<file path="config.mk">
export PLATFORM = sky130hd
export DESIGN_NAME = wdg_top
export DESIGN_NICKNAME = d
export VERILOG_FILES = /design/src/wdg_pkg.sv /design/src/wdg_top.sv
export VERILOG_INCLUDE_DIRS = /design/src /design/src/src
export SDC_FILE = /design/constraint.sdc
export NUM_CORES = 1
export LEC_CHECK = 0
export ABC_AREA = 1
export BUFFER_PORTS_ARGS = -buffer_cell sky130_fd_sc_hd__buf_2
export CAP_MARGIN = 10
export CORE_AREA = 2 2 101 103
export CTS_CLUSTER_DIAMETER = 120
export CTS_CLUSTER_SIZE = 40
export DETAILED_ROUTE_END_ITERATION = 12
export DIE_AREA = 0 0 103 105
export GPL_ROUTABILITY_DRIVEN = 0
export PLACE_DENSITY = 0.82
export RECOVER_POWER = 100
export SYNTH_ARGS = -nofsm -noshare
export SYNTH_HDL_FRONTEND = slang
export SYNTH_SLANG_ARGS = --single-unit
export TNS_END_PERCENT = 30
</file>
<file path="constraint.sdc">
create_clock -name clk_i -period 4 [get_ports clk_i]
set_input_delay 0.8 -clock clk_i [delete_from_list [all_inputs] [get_ports clk_i]]
set_output_delay 0.8 -clock clk_i [all_outputs]
set_load 0.1 [all_outputs]
</file>
<file path="src/wdg_regs.svh">
// Register indices, field positions, reset values and codes of the watchdog block.
// Assumes byte address = 4 * index on a 32-bit register bus.
`ifndef WDG_REGS_SVH
`define WDG_REGS_SVH

`define WDG_IDX_W 12
`define WDG_IDX_CTRL 12'hFF0
`define WDG_IDX_UPPER 12'hFF1
`define WDG_IDX_HIGH 12'hFF2
`define WDG_IDX_LOW 12'hFF3

`define WDG_BIT_POR 7
`define WDG_BIT_STOP 6
`define WDG_BIT_TMO 5
`define WDG_BIT_EXT 4
`define WDG_BIT_SM 0

`define WDG_CODE_UNLOCK1 8'h55
`define WDG_CODE_UNLOCK2 8'hAA
`define WDG_CODE_SM_OFF 8'h81
`define WDG_CODE_SM_ON 8'h00

`define WDG_CNT_W 24
`define WDG_CNT_ZERO 24'h000000
`define WDG_CNT_ONE 24'h000001
`define WDG_CNT_MAX 24'hFFFFFF
`define WDG_RELOAD_RST 24'hFFFFFF

`define WDG_RESP_OKAY 2'h0
`define WDG_RESP_SLVERR 2'h2

`endif

</file>
<file path="src/wdg_pkg.sv">
// Types shared by the watchdog time-out and reset-status block.
// Assumes wdg_regs.svh supplies all numeric constants.
package wdg_pkg;

   typedef enum logic [2:0] {LK_IDLE, LK_GOT_55, LK_OPEN, LK_WANT_HIGH, LK_WANT_LOW} wdg_lock_t;

   // Reset-cause flags, most significant first
   typedef struct packed {
      logic por;
      logic stop;
      logic tmo;
      logic external_reset_flag;
   } wdg_flags_t;

   // Reset and recovery causes reported by the chip reset logic
   typedef struct packed {
      logic ext_reset;
      logic debugger_reset;
      logic debug_pin_reset;
      logic pin_recovery;
   } wdg_cause_t;

endpackage : wdg_pkg

</file>
<file path="src/wdg_top.sv">
// Watchdog counter, time-out response, unlock sequence and reset-status register.
// Assumes an AXI4-Lite master on clk_i and RC ticks already synchronous to clk_i.
//
// Operation
// - Time-out is declared when the down-counter reaches zero.
// - An option input picks interrupt or reset as time-out response.
// - Interrupt response outside stop: raise interrupt, set time-out flag.
// - After an interrupt time-out the counter wraps to all ones and continues.
// - Interrupt response in stop: stop recovery, interrupt, time-out and stop flags.
// - Reset response outside stop: force device reset, set time-out flag.
// - Reset response in stop: stop recovery instead, set time-out and stop flags.
// - Counter and oscillator keep running in stop mode by default.
// - 55h, AAh, then 81h or 00h disables or enables the watchdog in stop.
// - The stop disable setting matters only while in stop mode.
// - 55h, AAh, then upper, high, low reload bytes; reload writes only so.
// - Unlock writes leave every control/status bit unchanged.
// - Any other write with byte lane 0 enabled between steps relocks the sequence.
// - Reload copied into the counter on first enable and each refresh.
// - Reading control/status clears its upper four flags after returning them.
// - Power-on flag set by power-on, cleared by time-out or stop recovery.
// - Stop flag set by any stop recovery, cleared by power-on or non-stop time-out.
// - Time-out flag set by any time-out, cleared by power-on or pin recovery.
// - External flag set by reset pin, cleared by power-on or pin recovery.
// - Bit 0 reports the stop disable setting.
// - Debugger reset or debug-pin stop reset give power-on flag values.
// - Reload value is upper, high, low bytes, upper most significant.
// - Reload byte reads return the current counter bytes.
//
// The implementer's own choice: the AXI4-Lite interface to the registers.
`include "wdg_regs.svh"
`timescale 1ns/1ns
`default_nettype none

module wdg_top
   import wdg_pkg::*;
#(
   parameter int ADDR_W = 14
)
(
   input wire logic clk_i,
   input wire logic rst_n_i,
   input wire logic [ADDR_W-1:0] s_axi_awaddr,
   input wire logic s_axi_awvalid,
   output logic s_axi_awready,
   input wire logic [31:0] s_axi_wdata,
   input wire logic [3:0] s_axi_wstrb,
   input wire logic s_axi_wvalid,
   output logic s_axi_wready,
   output logic [1:0] s_axi_bresp,
   output logic s_axi_bvalid,
   input wire logic s_axi_bready,
   input wire logic [ADDR_W-1:0] s_axi_araddr,
   input wire logic s_axi_arvalid,
   output logic s_axi_arready,
   output logic [31:0] s_axi_rdata,
   output logic [1:0] s_axi_rresp,
   output logic s_axi_rvalid,
   input wire logic s_axi_rready,
   input wire logic timeout_response_select_i,
   input wire logic always_on_i,
   input wire logic refresh_i,
   input wire logic debug_mode_i,
   input wire logic stop_mode_i,
   input wire logic rc_tick_i,
   input wire wdg_cause_t cause_i,
   output logic irq_o,
   output logic reset_req_o,
   output logic stop_recovery_o,
   output logic rc_osc_enable_o
);

   ////////////////////////////////////////////////////////////////////////////////
   // Declarations
   logic aw_held_reg, w_held_reg, w_lane_reg, bvalid_reg, rvalid_reg;
   logic [`WDG_IDX_W-1:0] aw_idx_reg, ar_idx;
   logic [7:0] w_byte_reg, ctrl_rd;
   logic [1:0] bresp_reg, rresp_reg, rresp_next;
   logic [31:0] rdata_reg, rdata_next;
   logic do_write, wr_ctrl, wr_upper, wr_high, wr_low, wr_hit, ar_hs, rd_ctrl;
   wdg_lock_t lock_reg, lock_next;
   logic [`WDG_CNT_W-1:0] reload_reg, count_reg;
   logic enabled_reg, sm_reg, running, load, timeout_evt;
   logic tmo_pulse_reg, tmo_in_stop_reg, tmo_resp_reg;
   wdg_flags_t flags_reg, flags_next;

   ////////////////////////////////////////////////////////////////////////////////
   // AXI4-Lite write channel
   assign s_axi_awready = !aw_held_reg && !bvalid_reg;
   assign s_axi_wready = !w_held_reg && !bvalid_reg;
   assign s_axi_bvalid = bvalid_reg;
   assign s_axi_bresp = bresp_reg;
   assign do_write = aw_held_reg && w_held_reg && w_lane_reg;
   assign wr_ctrl = do_write && (aw_idx_reg == `WDG_IDX_CTRL);
   assign wr_upper = do_write && (aw_idx_reg == `WDG_IDX_UPPER);
   assign wr_high = do_write && (aw_idx_reg == `WDG_IDX_HIGH);
   assign wr_low = do_write && (aw_idx_reg == `WDG_IDX_LOW);
   assign wr_hit = wr_ctrl || wr_upper || wr_high || wr_low;

   always_ff @(posedge clk_i or negedge rst_n_i)
   begin
      if (!rst_n_i)
      begin
         aw_held_reg <= 1'b0;
         w_held_reg <= 1'b0;
         aw_idx_reg <= '0;
         w_byte_reg <= 8'h00;
         w_lane_reg <= 1'b0;
         bvalid_reg <= 1'b0;
         bresp_reg <= `WDG_RESP_OKAY;
      end
      else
      begin
         if (s_axi_awvalid && s_axi_awready)
         begin
            aw_held_reg <= 1'b1;
            aw_idx_reg <= s_axi_awaddr[ADDR_W-1:2];
         end
         if (s_axi_wvalid && s_axi_wready)
         begin
            w_held_reg <= 1'b1;
            w_byte_reg <= s_axi_wdata[7:0];
            w_lane_reg <= s_axi_wstrb[0];
         end
         if (aw_held_reg && w_held_reg)
         begin
            aw_held_reg <= 1'b0;
            w_held_reg <= 1'b0;
            bvalid_reg <= 1'b1;
            bresp_reg <= (wr_hit || !w_lane_reg) ? `WDG_RESP_OKAY : `WDG_RESP_SLVERR;
         end
         else if (s_axi_bready)
         begin
            bvalid_reg <= 1'b0;
         end
      end
   end

   ////////////////////////////////////////////////////////////////////////////////
   // AXI4-Lite read channel
   assign s_axi_arready = !rvalid_reg;
   assign s_axi_rvalid = rvalid_reg;
   assign s_axi_rdata = rdata_reg;
   assign s_axi_rresp = rresp_reg;
   assign ar_hs = s_axi_arvalid && s_axi_arready;
   assign ar_idx = s_axi_araddr[ADDR_W-1:2];
   assign rd_ctrl = ar_hs && (ar_idx == `WDG_IDX_CTRL);
   assign ctrl_rd = {flags_reg, 3'b000, sm_reg};

   always_comb
   begin
      rdata_next = 32'h0000_0000;
      rresp_next = `WDG_RESP_OKAY;
      unique case (ar_idx)
         `WDG_IDX_CTRL: rdata_next[7:0] = ctrl_rd;
         `WDG_IDX_UPPER: rdata_next[7:0] = count_reg[23:16];
         `WDG_IDX_HIGH: rdata_next[7:0] = count_reg[15:8];
         `WDG_IDX_LOW: rdata_next[7:0] = count_reg[7:0];
         default: rresp_next = `WDG_RESP_SLVERR;
      endcase
   end

   always_ff @(posedge clk_i or negedge rst_n_i)
   begin
      if (!rst_n_i)
      begin
         rvalid_reg <= 1'b0;
         rdata_reg <= 32'h0000_0000;
         rresp_reg <= `WDG_RESP_OKAY;
      end
      else if (ar_hs)
      begin
         rvalid_reg <= 1'b1;
         rdata_reg <= rdata_next;
         rresp_reg <= rresp_next;
      end
      else if (s_axi_rready)
      begin
         rvalid_reg <= 1'b0;
      end
   end

   ////////////////////////////////////////////////////////////////////////////////
   // Unlock sequence
   always_comb
   begin
      lock_next = lock_reg;
      if (do_write)
      begin
         lock_next = LK_IDLE;
         unique case (lock_reg)
            LK_IDLE: if (wr_ctrl && w_byte_reg == `WDG_CODE_UNLOCK1) lock_next = LK_GOT_55;
            LK_GOT_55: if (wr_ctrl && w_byte_reg == `WDG_CODE_UNLOCK2) lock_next = LK_OPEN;
            LK_OPEN: if (wr_upper) lock_next = LK_WANT_HIGH;
            LK_WANT_HIGH: if (wr_high) lock_next = LK_WANT_LOW;
            LK_WANT_LOW: lock_next = LK_IDLE;
         endcase
         if (wr_ctrl && w_byte_reg == `WDG_CODE_UNLOCK1 && lock_reg != LK_IDLE)
            lock_next = LK_GOT_55;
      end
   end

   always_ff @(posedge clk_i or negedge rst_n_i)
   begin
      if (!rst_n_i)
         lock_reg <= LK_IDLE;
      else
         lock_reg <= lock_next;
   end

   // Reload bytes, upper most significant
   always_ff @(posedge clk_i or negedge rst_n_i)
   begin
      if (!rst_n_i)
         reload_reg <= `WDG_RELOAD_RST;
      else if (wr_upper && lock_reg == LK_OPEN)
         reload_reg[23:16] <= w_byte_reg;
      else if (wr_high && lock_reg == LK_WANT_HIGH)
         reload_reg[15:8] <= w_byte_reg;
      else if (wr_low && lock_reg == LK_WANT_LOW)
         reload_reg[7:0] <= w_byte_reg;
   end

   // Stop disable setting; unlock codes never touch it
   always_ff @(posedge clk_i or negedge rst_n_i)
   begin
      if (!rst_n_i)
         sm_reg <= 1'b0;
      else if (wr_ctrl && lock_reg == LK_OPEN && w_byte_reg == `WDG_CODE_SM_OFF)
         sm_reg <= 1'b1;
      else if (wr_ctrl && lock_reg == LK_OPEN && w_byte_reg == `WDG_CODE_SM_ON)
         sm_reg <= 1'b0;
   end

   ////////////////////////////////////////////////////////////////////////////////
   // Down-counter
   assign running = enabled_reg && !(stop_mode_i && sm_reg);
   assign rc_osc_enable_o = running;
   assign load = (!enabled_reg && (refresh_i || always_on_i))
      || (enabled_reg && (refresh_i || debug_mode_i));
   assign timeout_evt = running && rc_tick_i && !load && count_reg == `WDG_CNT_ONE;

   always_ff @(posedge clk_i or negedge rst_n_i)
   begin
      if (!rst_n_i)
         enabled_reg <= 1'b0;
      else if (refresh_i || always_on_i)
         enabled_reg <= 1'b1;
   end

   always_ff @(posedge clk_i or negedge rst_n_i)
   begin
      if (!rst_n_i)
         count_reg <= `WDG_CNT_MAX;
      else if (load)
         count_reg <= reload_reg;
      else if (running && rc_tick_i)
         count_reg <= count_reg - `WDG_CNT_ONE;
   end

   ////////////////////////////////////////////////////////////////////////////////
   // Time-out response
   always_ff @(posedge clk_i or negedge rst_n_i)
   begin
      if (!rst_n_i)
      begin
         tmo_pulse_reg <= 1'b0;
         tmo_in_stop_reg <= 1'b0;
         tmo_resp_reg <= 1'b0;
      end
      else
      begin
         tmo_pulse_reg <= timeout_evt;
         tmo_in_stop_reg <= stop_mode_i;
         tmo_resp_reg <= timeout_response_select_i;
      end
   end

   assign irq_o = tmo_pulse_reg && !tmo_resp_reg;
   assign reset_req_o = tmo_pulse_reg && tmo_resp_reg && !tmo_in_stop_reg;
   assign stop_recovery_o = tmo_pulse_reg && tmo_in_stop_reg;

   ////////////////////////////////////////////////////////////////////////////////
   // Reset-cause flags; events win over a read clear
   always_comb
   begin
      flags_next = flags_reg;
      if (rd_ctrl)
         flags_next = '0;
      if (cause_i.ext_reset)
         flags_next = '{por: 1'b0, stop: 1'b0, tmo: 1'b0, external_reset_flag: 1'b1};
      if (cause_i.pin_recovery)
         flags_next = '{por: 1'b0, stop: 1'b1, tmo: 1'b0, external_reset_flag: 1'b0};
      if (tmo_pulse_reg && tmo_in_stop_reg)
      begin
         flags_next.por = 1'b0;
         flags_next.stop = 1'b1;
         flags_next.tmo = 1'b1;
      end
      if (tmo_pulse_reg && !tmo_in_stop_reg)
      begin
         flags_next.por = 1'b0;
         flags_next.stop = 1'b0;
         flags_next.tmo = 1'b1;
         if (tmo_resp_reg)
            flags_next.external_reset_flag = 1'b0;
      end
      if (cause_i.debugger_reset || cause_i.debug_pin_reset)
         flags_next = '{por: 1'b1, stop: 1'b0, tmo: 1'b0, external_reset_flag: 1'b0};
   end

   always_ff @(posedge clk_i or negedge rst_n_i)
   begin
      if (!rst_n_i)
         flags_reg <= '{por: 1'b1, stop: 1'b0, tmo: 1'b0, external_reset_flag: 1'b0};
      else
         flags_reg <= flags_next;
   end

   ////////////////////////////////////////////////////////////////////////////////
   // Checks
   AST_TMO_ZERO: assert property (@(posedge clk_i) disable iff (!rst_n_i)
      timeout_evt |=> count_reg == `WDG_CNT_ZERO ##0 tmo_pulse_reg)
      else $error("time-out not at zero count");

   AST_WRAP: assert property (@(posedge clk_i) disable iff (!rst_n_i)
      (running && rc_tick_i && !load && count_reg == `WDG_CNT_ZERO)
      |=> count_reg == `WDG_CNT_MAX)
      else $error("counter did not wrap to maximum");

   AST_IRQ: assert property (@(posedge clk_i) disable iff (!rst_n_i)
      (tmo_pulse_reg && !tmo_resp_reg && !tmo_in_stop_reg)
      |-> irq_o && !reset_req_o ##1 flags_reg.tmo)
      else $error("interrupt time-out response wrong");

   AST_RESET: assert property (@(posedge clk_i) disable iff (!rst_n_i)
      (tmo_pulse_reg && tmo_resp_reg && !tmo_in_stop_reg)
      |-> reset_req_o && !irq_o && !stop_recovery_o ##1 flags_reg.tmo)
      else $error("reset time-out response wrong");

   AST_STOP_TMO: assert property (@(posedge clk_i) disable iff (!rst_n_i)
      (tmo_pulse_reg && tmo_in_stop_reg && !cause_i.debugger_reset && !cause_i.debug_pin_reset)
      |-> stop_recovery_o && !reset_req_o ##1 (flags_reg.stop && flags_reg.tmo))
      else $error("stop-mode time-out response wrong");

   AST_RD_CLEAR: assert property (@(posedge clk_i) disable iff (!rst_n_i)
      (rd_ctrl && !tmo_pulse_reg && cause_i == '0) |=> flags_reg == '0 && rvalid_reg)
      else $error("read did not clear flags");

   AST_RELOAD_LOCK: assert property (@(posedge clk_i) disable iff (!rst_n_i)
      !$stable(reload_reg) |-> $past(lock_reg) inside {LK_OPEN, LK_WANT_HIGH, LK_WANT_LOW})
      else $error("reload changed while locked");
   AST_SM_LOCK: assert property (@(posedge clk_i) disable iff (!rst_n_i)
      !$stable(sm_reg) |-> $past(lock_reg) == LK_OPEN && $past(wr_ctrl))
      else $error("stop setting changed outside sequence");
   AST_STOP_HOLD: assert property (@(posedge clk_i) disable iff (!rst_n_i)
      (stop_mode_i && sm_reg && !load) |=> $stable(count_reg))
      else $error("counter moved while disabled in stop");

   AST_DBG_POR: assert property (@(posedge clk_i) disable iff (!rst_n_i)
      (cause_i.debugger_reset || cause_i.debug_pin_reset) |=> flags_reg == 4'b1000)
      else $error("debug reset flags wrong");

endmodule : wdg_top

`default_nettype wire

</file>
Word-level counts from Yosys, hierarchy flattened

Index checks and enable logic that the tools add are counted.

Logic and storage cells: 135
Input bits: 81
Flip-flop bits (word level): 97

Bitwise logic cells: 2
Reduce and logical (&&, ||, !) cells: 64
Eq/ne operators: 16
Add/sub/neg operators: 1
Mux-type cells: 28

Operators with widths:

| operator              | count |
|---|---|
| $eq 12x12->1 const B  | 8 |
| $mux 24               | 2 |
| $logic_and 1x1->1     | 33 |
| $pmux 8 s4            | 1 |
| $eq 24x1->1 const B   | 1 |
| $sub 24x1->24 const B | 1 |
| $mux 4                | 5 |
| $eq 8x8->1 const B    | 2 |
| $pmux 3 s5            | 1 |
| $mux 1                | 12 |
| $reduce_bool 2->1     | 6 |
| $logic_not 1->1       | 10 |
| $mux 3                | 3 |
| $eq 8x7->1 const B    | 1 |
| $logic_not 8->1       | 1 |
| $logic_or 1x1->1      | 8 |
| $mux 2                | 4 |
| $eq 3x2->1 const B    | 2 |
| $reduce_bool 6->1     | 1 |
| $reduce_or 4->1       | 1 |
| $eq 3x1->1 const B    | 1 |
| $eq 3x3->1 const B    | 1 |
| $logic_not 3->1       | 1 |
| $reduce_and 3->1      | 1 |
| 3 further kinds       | 4 |

Longest topological paths before layout

Gate-level depths: netlist (run 1).

Word-level depth: 9
Mapped depth: 10
Depth with buffers taken out: 10

Worst setup path before layout (run 1)

No wires, ideal clock.

Kind: register to register
From: register bvalid_reg (netlist: s_axi_bvalid)
To: register w_byte_reg[7]
Path buffers: 1
Stages on the path, launching flop included: 6
Slack: 0.798 ns
Setup time: 0.129 ns
Arrival time: 3.073 ns
Clock period less this slack: 3.202 ns
Path through: dfrtp_1 > nor2_1 > nand2_1 > buf_2 > nor2_1 > a21oi_1

Word-level cells in the longest chain between the ends: 3

RTL lines:

| item                   | line           | source |
|---|---|---|
| from (decl)            | wdg_top.sv:74  | `logic aw_held_reg, w_held_reg, w_lane_reg, bvalid_reg, rvalid_reg;` |
| from (signal assigned) | wdg_top.sv:108 | `bvalid_reg <= 1'b0;` |
| from (signal assigned) | wdg_top.sv:128 | `bvalid_reg <= 1'b1;` |
| from (signal assigned) | wdg_top.sv:133 | `bvalid_reg <= 1'b0;` |
| $logic_not 1->1        | wdg_top.sv:89  | `assign s_axi_wready = !w_held_reg && !bvalid_reg;` |
| $logic_and 1x1->1      | wdg_top.sv:89  |  |
| net s_axi_wready       | wdg_top.sv:48  | `output logic s_axi_wready,` |
| $logic_and 1x1->1      | wdg_top.sv:118 | `if (s_axi_wvalid && s_axi_wready)` |
| to (signal assigned)   | wdg_top.sv:121 | `w_byte_reg <= s_axi_wdata[7:0];` |
| to (decl)              | wdg_top.sv:76  | `logic [7:0] w_byte_reg, ctrl_rd;` |

The timed path passes the listed nets, and every way through them passes these cells.
A chain may end at the register's enable or synchronous reset.

Worst setup path in the final report (run 1)

From: input stop_mode_i
To: output rc_osc_enable_o

Word-level cells in the longest chain between the ends: 3

RTL lines:

| item              | line           | source |
|---|---|---|
| from (decl)       | wdg_top.sv:63  | `input wire logic stop_mode_i,` |
| $logic_and 1x1->1 | wdg_top.sv:236 | `assign running = enabled_reg && !(stop_mode_i && sm_reg);` |
| $logic_not 1->1   | wdg_top.sv:236 |  |
| $logic_and 1x1->1 | wdg_top.sv:236 |  |
| to (decl)         | wdg_top.sv:69  | `output logic rc_osc_enable_o` |

Every way passes these cells.

==> impl_summary.txt, run 1 <==
----------------------------------------------------
[Outcome]
  Run status ... finished, violations left
  Violations in the final reports ... max-capacitance violations, max-slew violations

[Global route]
  Global-route wire length before repair ... 19800 um
  Pin count of the biggest net entering global routing ... between 70 and 80
  Number of antenna violations at the first check in global routing ... 0
  Vias in the first global route ... 4338
  Global router's overall resource usage ... 22.9%
  GRT Residual Overflow ... 0

[Pwr]
  Logic pwr share ... 31.7%
  Int Power ... 1.68 mW
  Power density normalized to cell area ... 495 nW/um2
  Portion of total power attributed to sequential cells ... 43.1%
  Standby leakage power ... 2.70 nW
  Switching power share of the total ... 40.7%
  Clock power share ... 25.2%
  Switching power ... 1.15 mW
  Peak supply drop ... about 0.53 mV

[Clock tree]
  Later-pin clock latency in the skew report ... between 0.3 and 0.4 ns
  Gates resized, CTS repair ... 0
  Buffer levels on the longest clock path ... 2
  H-tree depth ... 3
  Setup repair bufs after CTS ... 0
  CTS tree ... done
  Hold buffer count at CTS ... 0
  Master cell of the clock root buffer ... sky130_fd_sc_hd__clkbuf_8
  Clock-pin slew on the worst setup and hold paths ... ~0.10 ns
  Total clock buffers created by CTS ... 9
  # clock sinks ... 95

[Cells and area]
  Fill count ... 898
  Layout cells sized above 1 ... 21.1%
  Number of inserted diodes ... 0
  Most frequent cells in the layout ... 184 x sky130_fd_sc_hd__nand2_1, 70 x sky130_fd_sc_hd__nor2_1, 49 x sky130_fd_sc_hd__inv_1, 49 x sky130_fd_sc_hd__dfstp_2, 47 x sky130_fd_sc_hd__buf_2
  Commonest non-fill, non-tap cell in the layout ... sky130_fd_sc_hd__nand2_1
  Layout net count ... approximately 800
  Area growth syn-to-layout ... 6.73%
  Layout Cells excl Fill ... 854

[Synthesis]
  Count of cell types in the netlist ... 43
  Ys async rst share ... 100%
  Avg Inst Size Synth ... 8.24 um2
  Proportion of synthesized chip area in sequential cells ... 45.5%
  Post-synthesis cell count ... 650
  Post-synth design cell area ... 5360 um2
  Most instantiated flip-flop cell in the synthesis netlist ... sky130_fd_sc_hd__dfstp_2
  Number of register bits inferred by synthesis ... 95
  Yosys synthesis warning count ... 0
  Number of flops mapped to enable cells by yosys ... 0

[Placed design]
  Quantity of I/O buffers inserted on ports ... 68
  Final HPWL DP ... 8470 um
  Cell total after placement ... 838

[Route]
  Total via count in the routed design ... ~4500
  Count of unresolved DRC violations after routing ... 0
  Drt initial violations ... 267
  Wire length per cell after detailed routing ... 13.8 um
  Final WL ... 11700 um
  Antenna viol nets, final ... 0
  Vias per cell ... 5.26
  Detailed Routing Iterations Pass 1 ... 5

[Timing]
  Highest achievable clock rate ... between 300 and 400 MHz
  Minimum clock period after layout ... between 2 and 3 ns
  Slew of the pin with the lowest slew margin ... 1.86 ns
  Aggregate negative setup slack ... 0 ns
  Final worst path period share ... 71.1%
  Worst Skew ... around 0.0069 ns
  Setup repair after global routing missed its margin ... false
  Final number of max-transition violations ... 76
  Count of endpoints failing hold in the final timing report ... 0
  Tightest slew margin relative to the limit ... -24.2%
  Number of setup violations in the final report ... 0

[Floorplanning]
  Starting Density ... 55.6%
  Die boundary height ... 105 um
  Die Span X ... slightly above 100 um
  Area of the core region ... 9640 um2
  Die ar. ... 10800 um2
  # IOs ... roughly 130
  Cell row count ... 36

[Worst setup path]
  Largest fanout on the critical path ... 3
  Kind of end point of the critical path ... output pin
  Critical path startpoint category ... input port
  Data arrival time of the critical path ... 2.05 ns
  Worst Setup Path Type ... input port to output pin
  Data required, critical path ... 3.20 ns
  Register-to-register setup slack ... about 2.0 ns

[Run]
  Maximum Capacitance Violations ... 1

[Hold path]
  Type of the tightest min-delay check ... flop to flop

----------------------------------------------------
==> worst max-delay path, cell delays in order <==
cell                       delay (ns)
sky130_fd_sc_hd__clkbuf_1        0.09
sky130_fd_sc_hd__a21oi_1         0.26
sky130_fd_sc_hd__clkbuf_1        0.89
==> synth_stat cells (2+ instances only) <==
library cell,number,area (um2)
sky130_fd_sc_hd__nand3b_1,4,30.0
sky130_fd_sc_hd__o21ai_0,13,65.1
sky130_fd_sc_hd__nand3_1,36,180
sky130_fd_sc_hd__nor4_1,3,18.8
sky130_fd_sc_hd__o221ai_1,2,17.5
sky130_fd_sc_hd__buf_6,4,45.0
sky130_fd_sc_hd__inv_2,11,41.3
sky130_fd_sc_hd__dfrtp_1,46,1150
sky130_fd_sc_hd__nand3_4,4,70.1
sky130_fd_sc_hd__inv_1,47,176
sky130_fd_sc_hd__nor3_2,2,20.0
sky130_fd_sc_hd__nor2_2,7,43.8
sky130_fd_sc_hd__nor2_1,67,251
sky130_fd_sc_hd__nand4_1,29,181
sky130_fd_sc_hd__buf_4,28,210
sky130_fd_sc_hd__clkbuf_1,5,18.8
sky130_fd_sc_hd__xnor2_1,2,17.5
sky130_fd_sc_hd__nor2_4,2,22.5
sky130_fd_sc_hd__nand3_2,2,20.0
sky130_fd_sc_hd__o21ai_1,12,60.1
sky130_fd_sc_hd__clkinv_1,2,7.51
sky130_fd_sc_hd__xor2_1,10,87.6
sky130_fd_sc_hd__buf_2,4,20.0
sky130_fd_sc_hd__nand2_1,180,676
sky130_fd_sc_hd__dfstp_2,49,1290
sky130_fd_sc_hd__ha_1,2,25.0
sky130_fd_sc_hd__o21bai_1,7,52.6
sky130_fd_sc_hd__nand2_2,7,43.8
sky130_fd_sc_hd__mux2_2,8,90.1
sky130_fd_sc_hd__o21ai_2,24,210
sky130_fd_sc_hd__nor3_1,5,25.0
sky130_fd_sc_hd__a21oi_1,15,75.1
==> final cells by class <==
class	count	area, um2	area share, %
clock buffers	10	128	2.23
clock inverters	6	90.1	1.58
inverters	60	225	3.94
multi-input cells	479	2340	40.9
flip-flops and latches	95	2440	42.7
well taps	133	166	2.91
repair buffers	71	330	5.78
==> routing by layer <==
layer	share of wire [%]	routed length, um	GRT usage (%)	vias to the layer above
li1	-	-	-	2198
met1	41	4850	29.0	2063
met2	49	5710	38.0	198
met3	7.4	871	3.81	30
met4	2.6	310	10.5	0
met5	0	0	0	-
==> metrics by stage <==
step	hold slack (ns)	power [mW]	setup WS, ns	area [um2]	utilization [%]
2_1_floorplan	0.447	1.99	0.798	5450	-
3_3_place_gp	0.457	2.13	1.64	5690	59.0
3_5_place_dp	0.460	2.17	1.62	5690	59.0
4_1_cts	0.479	2.88	1.62	5900	61.3
5_1_grt	0.497	2.97	1.03	5720	59.3
6_report	0.477	2.83	1.15	5720	59.3
==> power by group through the flow <==
stage / Combinational, mW / Clock [mW] / Sequential (mW)
after global placement: 0.906 / 0 / 1.23
after CTS: 0.940 / 0.719 / 1.22
final: 0.897 / 0.712 / 1.22
after detailed placement: 0.935 / 0 / 1.23
after floorplan: 0.701 / 0 / 1.28
after global routing: 0.979 / 0.753 / 1.24
==> kinds of logic (layout without fill, tap and decap cells) <==
| kind of cell | count (synthesis) | after routing | share of synthesized area, % |
|---|---|---|---|
| AO/OA/AOI/OAI | 77 | 77 | 9.67 |
| adder cells (fa/ha/maj) | 2 | 2 | 0.467 |
| AND/OR/NAND/NOR | 353 | 353 | 30.7 |
| other | 1 | 26 | 0.0700 |
| multiplexers | 9 | 9 | 1.89 |
| XOR/XNOR | 12 | 12 | 1.96 |
| buffers and inverters | 101 | 147 | 9.70 |
| flip-flops | 95 | 95 | 45.5 |
==> final timing paths <==
kind	startpoint	to	cells after the start
max	stop_mode_i	rc_osc_enable_o	3
min	reload_reg[4]$_DFFE_PN1P_	count_reg[4]$_DFFE_PN1P_	2
max reg2reg	sm_reg$_DFFE_PN0P_	count_reg[9]$_DFFE_PN1P_	5
min reg2reg	reload_reg[4]$_DFFE_PN1P_	count_reg[4]$_DFFE_PN1P_	2
max in group asynchronous	rst_n_i	reload_reg[17]$_DFFE_PN1P_	2
min in group asynchronous	rst_n_i	s_axi_rdata[4]$_DFFE_PN0P_	1
Note: power is estimated with default switching activity, not from simulation.
==> inputs of run 2 (changes only) <==
--- a/config.mk
+++ b/config.mk
@@ -9,13 +9,13 @@
 export ABC_AREA = 1
 export BUFFER_PORTS_ARGS = -buffer_cell sky130_fd_sc_hd__buf_2
 export CAP_MARGIN = 10
-export CORE_AREA = 2 2 101 103
+export CORE_AREA = 2 2 103 105
 export CTS_CLUSTER_DIAMETER = 120
 export CTS_CLUSTER_SIZE = 40
 export DETAILED_ROUTE_END_ITERATION = 12
-export DIE_AREA = 0 0 103 105
+export DIE_AREA = 0 0 105 107
 export GPL_ROUTABILITY_DRIVEN = 0
-export PLACE_DENSITY = 0.82
+export PLACE_DENSITY = 0.79
 export RECOVER_POWER = 100
 export SYNTH_ARGS = -nofsm -noshare
 export SYNTH_HDL_FRONTEND = slang
==> constraint.sdc (replaced) <==
create_clock -name clk_i -period 2.7 [get_ports clk_i]
set_input_delay 0.54 -clock clk_i [delete_from_list [all_inputs] [get_ports clk_i]]
set_output_delay 0.54 -clock clk_i [all_outputs]
set_load 0.1 [all_outputs]
==> run 2 against run 1 <==
The flow still finishes with violations (max-capacitance violations, max-slew violations). Core utilization shrank 2.3 points. Worst hold slack lost 0.20 ns. Final cell count grew 0.59%. Sequential power grew 48%. Register-to-register slack lost 1.3 ns. Critical path type is now flop to output pin. Critical endpoint is now s_axi_arready. Largest cell class unchanged.
==> impl_summary.txt, run 2 (synthesized netlist as in run 1, its figures left out) <==
----------------------------------------------------
[Outcome]
  Run status ... finished, violations left
  Violations in the final reports ... max-capacitance violations, max-slew violations

[Floorplanning]
  Die ar. ... 11200 um2
  Cell row count ... 37
  Die boundary height ... between 100 and 150 um
  Area of the core region ... 10100 um2
  Die Span X ... 105 um
  Starting Density ... 53.1%
  # IOs ... 126

[Clock tree]
  Gates resized, CTS repair ... 0
  Later-pin clock latency in the skew report ... 0.38 ns
  Master cell of the clock root buffer ... sky130_fd_sc_hd__clkbuf_8
  CTS tree ... done
  Hold buffer count at CTS ... 0
  # clock sinks ... 95
  Buffer levels on the longest clock path ... 2
  Setup repair bufs after CTS ... 0
  H-tree depth ... 3
  Clock-pin slew on the worst setup and hold paths ... 0.09 ns
  Total clock buffers created by CTS ... 9

[Pwr]
  Switching power ... roughly 1.7 mW
  Int Power ... 2.41 mW
  Standby leakage power ... 2.74 nW
  Peak supply drop ... 0.725 mV
  Switching power share of the total ... a little over two fifths
  Portion of total power attributed to sequential cells ... approximately 44%
  Logic pwr share ... around 32%
  Clock power share ... 24.2%
  Power density normalized to cell area ... a little over 700 nW/um2

[Cells and area]
  Final Util ... 57.0%
  Layout net count ... 801
  Area growth syn-to-layout ... 7.38%
  Commonest non-fill, non-tap cell in the layout ... sky130_fd_sc_hd__nand2_1
  Layout Cells excl Fill ... 859
  Most frequent cells in the layout ... 183 x sky130_fd_sc_hd__nand2_1, 71 x sky130_fd_sc_hd__nor2_1, 50 x sky130_fd_sc_hd__inv_1, 50 x sky130_fd_sc_hd__buf_2, 49 x sky130_fd_sc_hd__dfstp_2
  Number of inserted diodes ... 0
  Layout cells sized above 1 ... between 20% and 30%

[Route]
  Vias per cell ... 5.23
  Final WL ... 11700 um
  Drt initial violations ... 271
  Antenna viol nets, final ... 0
  Count of unresolved DRC violations after routing ... 0
  Detailed Routing Iterations Pass 1 ... 5
  Total via count in the routed design ... 4490
  Wire length per cell after detailed routing ... 13.6 um

[Worst setup path]
  Kind of end point of the critical path ... output pin
  Data arrival time of the critical path ... roughly 1.7 ns
  Worst Setup Path Type ... flop to output pin
  Register-to-register setup slack ... slightly above 0.7 ns
  Data required, critical path ... 2.16 ns
  Critical path startpoint category ... flop
  Largest fanout on the critical path ... 3

[Timing]
  Final number of max-transition violations ... 36
  Slew of the pin with the lowest slew margin ... between 1.5 and 2 ns
  Worst Skew ... ~0.013 ns
  Minimum clock period after layout ... about 2.2 ns
  Highest achievable clock rate ... 448 MHz
  Number of setup violations in the final report ... 0
  Tightest slew margin relative to the limit ... -30.3%
  Aggregate negative setup slack ... 0 ns
  Setup repair after global routing missed its margin ... false
  Final worst path period share ... 82.7%
  Count of endpoints failing hold in the final timing report ... 0

[Placed design]
  Final HPWL DP ... about 8600 um
  Quantity of I/O buffers inserted on ports ... 68
  Cell total after placement ... ~840

[Global route]
  Vias in the first global route ... 4444
  Global-route wire length before repair ... 20300 um
  Pin count of the biggest net entering global routing ... 37
  Global router's overall resource usage ... 22.3%
  Number of antenna violations at the first check in global routing ... 0
  GRT Residual Overflow ... 0

[Run]
  Maximum Capacitance Violations ... 1

[Hold path]
  Type of the tightest min-delay check ... input port to flop

----------------------------------------------------
run 2: area by class of cell:
| class | count | area, um2 |
|---|---|---|
| Fill cell | 945 | 4340 |
| Sequential cell | 95 | 2440 |
| Multi-Input combinational cell | 479 | 2340 |
| Timing Repair Buffer | 73 | 368 |
| Inverter | 60 | 225 |
| Tap cell | 136 | 170 |
| Clock buffer | 9 | 124 |
| Clock inverter | 7 | 87.6 |
run 2: worst paths after layout:
check | startpoint | endpoint | cells after the start
max | s_axi_rvalid$_DFFE_PN0P_ | s_axi_arready | 2
min reg2reg | reload_reg[23]$_DFFE_PN1P_ | reload_reg[23]$_DFFE_PN1P_ | 2
min | timeout_response_select_i | tmo_resp_reg$_DFF_PN0_ | 1
max reg2reg | sm_reg$_DFFE_PN0P_ | tmo_pulse_reg$_DFF_PN0_ | 5
max in group asynchronous | rst_n_i | count_reg[6]$_DFFE_PN1P_ | 2
min in group asynchronous | rst_n_i | s_axi_rdata[3]$_DFFE_PN0P_ | 1
run 2: metal layers:
layer	up-vias	share of wire (%)	wire [um]	track usage, %
li1	2194	-	-	-
met1	2068	42	4900	26.8
met2	188	49	5740	39.9
met3	40	5.8	682	3.40
met4	0	3.0	355	9.05
met5	-	0	0	0
run 2: power by group through the flow:
stage / combinational, mW / sequential, mW / clock, mW
finish: 1.33 / 1.80 / 1.00
global route: 1.46 / 1.83 / 1.07
CTS: 1.40 / 1.81 / 1.01
detailed placement: 1.39 / 1.83 / 0
global placement: 1.35 / 1.82 / 0
floorplan: 1.04 / 1.91 / 0
run 2: through the flow:
| step | setup slack [ns] | power [mW] | hold WS [ns] | area [um2] |
|---|---|---|---|---|
| after global routing | 0.343 | 4.37 | 0.256 | 5750 |
| after CTS | 0.634 | 4.22 | 0.127 | 5930 |
| after floorplan | 0.0324 | 2.95 | 0.244 | 5450 |
| final | 0.468 | 4.14 | 0.275 | 5750 |
| after global placement | 0.824 | 3.17 | 0.458 | 5720 |
| after detailed placement | 0.795 | 3.22 | 0.463 | 5720 |
run 2: worst max-delay path, stage by stage (launching register included):
cell and delay (ns):
sky130_fd_sc_hd__dfrtp_1 0.39, sky130_fd_sc_hd__inv_1 0.08, sky130_fd_sc_hd__clkbuf_1 0.86
==> inputs of run 3 (changes only) <==
--- a/config.mk
+++ b/config.mk
@@ -9,13 +9,13 @@
 export ABC_AREA = 1
 export BUFFER_PORTS_ARGS = -buffer_cell sky130_fd_sc_hd__buf_2
 export CAP_MARGIN = 10
-export CORE_AREA = 2 2 103 105
+export CORE_AREA = 2 2 108 110
 export CTS_CLUSTER_DIAMETER = 120
 export CTS_CLUSTER_SIZE = 40
 export DETAILED_ROUTE_END_ITERATION = 12
-export DIE_AREA = 0 0 105 107
+export DIE_AREA = 0 0 110 112
 export GPL_ROUTABILITY_DRIVEN = 0
-export PLACE_DENSITY = 0.79
+export PLACE_DENSITY = 0.76
 export RECOVER_POWER = 100
 export SYNTH_ARGS = -nofsm -noshare
 export SYNTH_HDL_FRONTEND = slang
==> constraint.sdc (replaced) <==
create_clock -name clk_i -period 1.85 [get_ports clk_i]
set_input_delay 0.37 -clock clk_i [delete_from_list [all_inputs] [get_ports clk_i]]
set_output_delay 0.37 -clock clk_i [all_outputs]
set_load 0.1 [all_outputs]
==> run 3 against run 2 <==
The run now ends clean. Clock power is 72% higher. Via count is 0.18% higher. Routed wire length is 2.1% higher. Sequential share of layout area down 1.2 points. Setup slack lost 0.40 ns. First-iteration DRC count down 35%.
==> impl_summary.txt, run 3 (synthesized netlist as in run 1, its figures left out) <==
----------------------------------------------------
[Floorplanning]
  # IOs ... between 100 and 150
  Die Span X ... about 110 um
  Die boundary height ... 112 um
  Die ar. ... 12300 um2
  Cell row count ... 39
  Starting Density ... a little under half
  Area of the core region ... about 11000 um2

[Timing]
  Worst Skew ... ~0.0073 ns
  Tightest slew margin relative to the limit ... 49.1%
  Final worst path period share ... 96.3%
  Minimum clock period after layout ... 1.78 ns
  Slew of the pin with the lowest slew margin ... between 0.7 and 0.8 ns
  Setup repair after global routing missed its margin ... false
  Number of setup violations in the final report ... 0
  Highest achievable clock rate ... 561 MHz
  Count of endpoints failing hold in the final timing report ... 0
  Final number of max-transition violations ... 0

[Route]
  Total via count in the routed design ... 4498
  Detailed Routing Iterations Pass 1 ... 5
  Count of unresolved DRC violations after routing ... 0
  Drt initial violations ... between 150 and 200
  Final WL ... between 10000 and 15000 um
  Antenna viol nets, final ... 0
  Wire length per cell after detailed routing ... about 14 um
  Vias per cell ... 5.17

[Cells and area]
  Commonest non-fill, non-tap cell in the layout ... sky130_fd_sc_hd__nand2_1
  Layout net count ... around 800
  Layout Cells excl Fill ... 870
  Layout cells sized above 1 ... 26.3%
  Fill count ... 1079
  Most frequent cells in the layout ... 181 x sky130_fd_sc_hd__nand2_1, 66 x sky130_fd_sc_hd__nor2_1, 50 x sky130_fd_sc_hd__inv_1, 49 x sky130_fd_sc_hd__dfstp_2, 48 x sky130_fd_sc_hd__buf_2
  Area growth syn-to-layout ... 10.8%
  Final Util ... a little over half
  Number of inserted diodes ... 0

[Global route]
  Global router's overall resource usage ... 20.6%
  Global-route wire length before repair ... 20000 um
  Vias in the first global route ... ~4400
  Number of antenna violations at the first check in global routing ... 0
  Pin count of the biggest net entering global routing ... 48
  GRT Residual Overflow ... 0

[Placed design]
  Quantity of I/O buffers inserted on ports ... 68
  Cell total after placement ... ~850
  Final HPWL DP ... slightly below 9000 um

[Worst setup path]
  Worst Setup Path Type ... flop to output pin
  Data required, critical path ... 1.48 ns
  Critical path startpoint category ... flop
  Register-to-register setup slack ... 0.15 ns
  Largest fanout on the critical path ... 4
  Kind of end point of the critical path ... output pin
  Data arrival time of the critical path ... roughly 1.4 ns

[Pwr]
  Standby leakage power ... 2.86 nW
  Peak supply drop ... approximately 1.5 mV
  Power density normalized to cell area ... roughly 1100 nW/um2

[Hold path]
  Type of the tightest min-delay check ... input port to flop

[Clock tree]
  # clock sinks ... 95
  Later-pin clock latency in the skew report ... 0.34 ns
  CTS tree ... done
  Clock-pin slew on the worst setup and hold paths ... roughly 0.060 ns
  Buffer levels on the longest clock path ... 2
  Master cell of the clock root buffer ... sky130_fd_sc_hd__clkbuf_16
  Total clock buffers created by CTS ... 9
  H-tree depth ... 3

[Run]
  Maximum Capacitance Violations ... 0

[Outcome]
  Run status ... complete, no violations

----------------------------------------------------
[run 3: path summary, 6_finish.rpt]
| path | from | to | depth (start not counted) |
|---|---|---|---|
| max in group asynchronous | rst_n_i | count_reg[1]$_DFFE_PN1P_ | 3 |
| min in group asynchronous | rst_n_i | enabled_reg$_DFFE_PN0N_ | 2 |
| worst max register to register | w_held_reg$_DFFE_PN0P_ | reload_reg[21]$_DFFE_PN1P_ | 5 |
| worst max-delay path | s_axi_bvalid$_DFFE_PN0P_ | s_axi_awready | 2 |
| worst min-delay path | timeout_response_select_i | tmo_resp_reg$_DFF_PN0_ | 1 |
| worst min register to register | s_axi_rdata[4]$_DFFE_PN0P_ | s_axi_rdata[4]$_DFFE_PN0P_ | 2 |
[run 3: worst max-delay path: stages (launching register included)]
cell	delay, ns
sky130_fd_sc_hd__dfrtp_4	0.50
sky130_fd_sc_hd__nor2_1	0.13
sky130_fd_sc_hd__buf_2	0.44
[run 3: area by class of cell]
class                           count  area (um2)  share of cell area (%)
Clock buffer                       12         246                    4.15
Clock inverter                      4        30.0                   0.506
Inverter                           60         226                    3.82
Multi-Input combinational cell    479        2400                    40.4
Sequential cell                    95        2450                    41.2
Tap cell                          143         179                    3.01
Timing Repair Buffer               77         409                    6.89
[run 3: layer usage]
metal	vias up	wire [um]	global-route usage [%]
met2	176	6040	35.8
met4	0	306	7.26
met5	-	0	0
met3	28	757	4.86
met1	2088	4820	24.4
li1	2206	-	-
[run 3: metrics by stage]
stage	TNS, ns	hold slack (ns)	total power, mW	instance area, um2	worst slack [ns]
3_5_place_dp	0	0.329	4.80	5800	0.205
4_1_cts	0	0.124	6.55	6090	0.0393
6_report	0	0.134	6.36	5940	0.0687
2_1_floorplan	-0.392	0.0744	4.36	5490	-0.0906
5_1_grt	0	0.111	6.73	5940	0.0141
3_3_place_gp	0	0.318	4.72	5800	0.246
[run 3: timing repair]
| item | 4_1_cts | 5_1_grt |
|---|---|---|
| resized for setup | 0 | 0 |
| hold buffers | 1 | 0 |
| setup buffers | 0 | 0 |
| endpoints found under the hold margin | 17 | 0 |
[run 3: report_power, final]
group | leakage [nW] | total, mW | internal, mW | switching [mW]
sequential | 1.06 | 2.64 | 2.42 | 0.222
combinational | 1.66 | 2.00 | 0.493 | 1.51
clock | 0.133 | 1.72 | 0.954 | 0.765
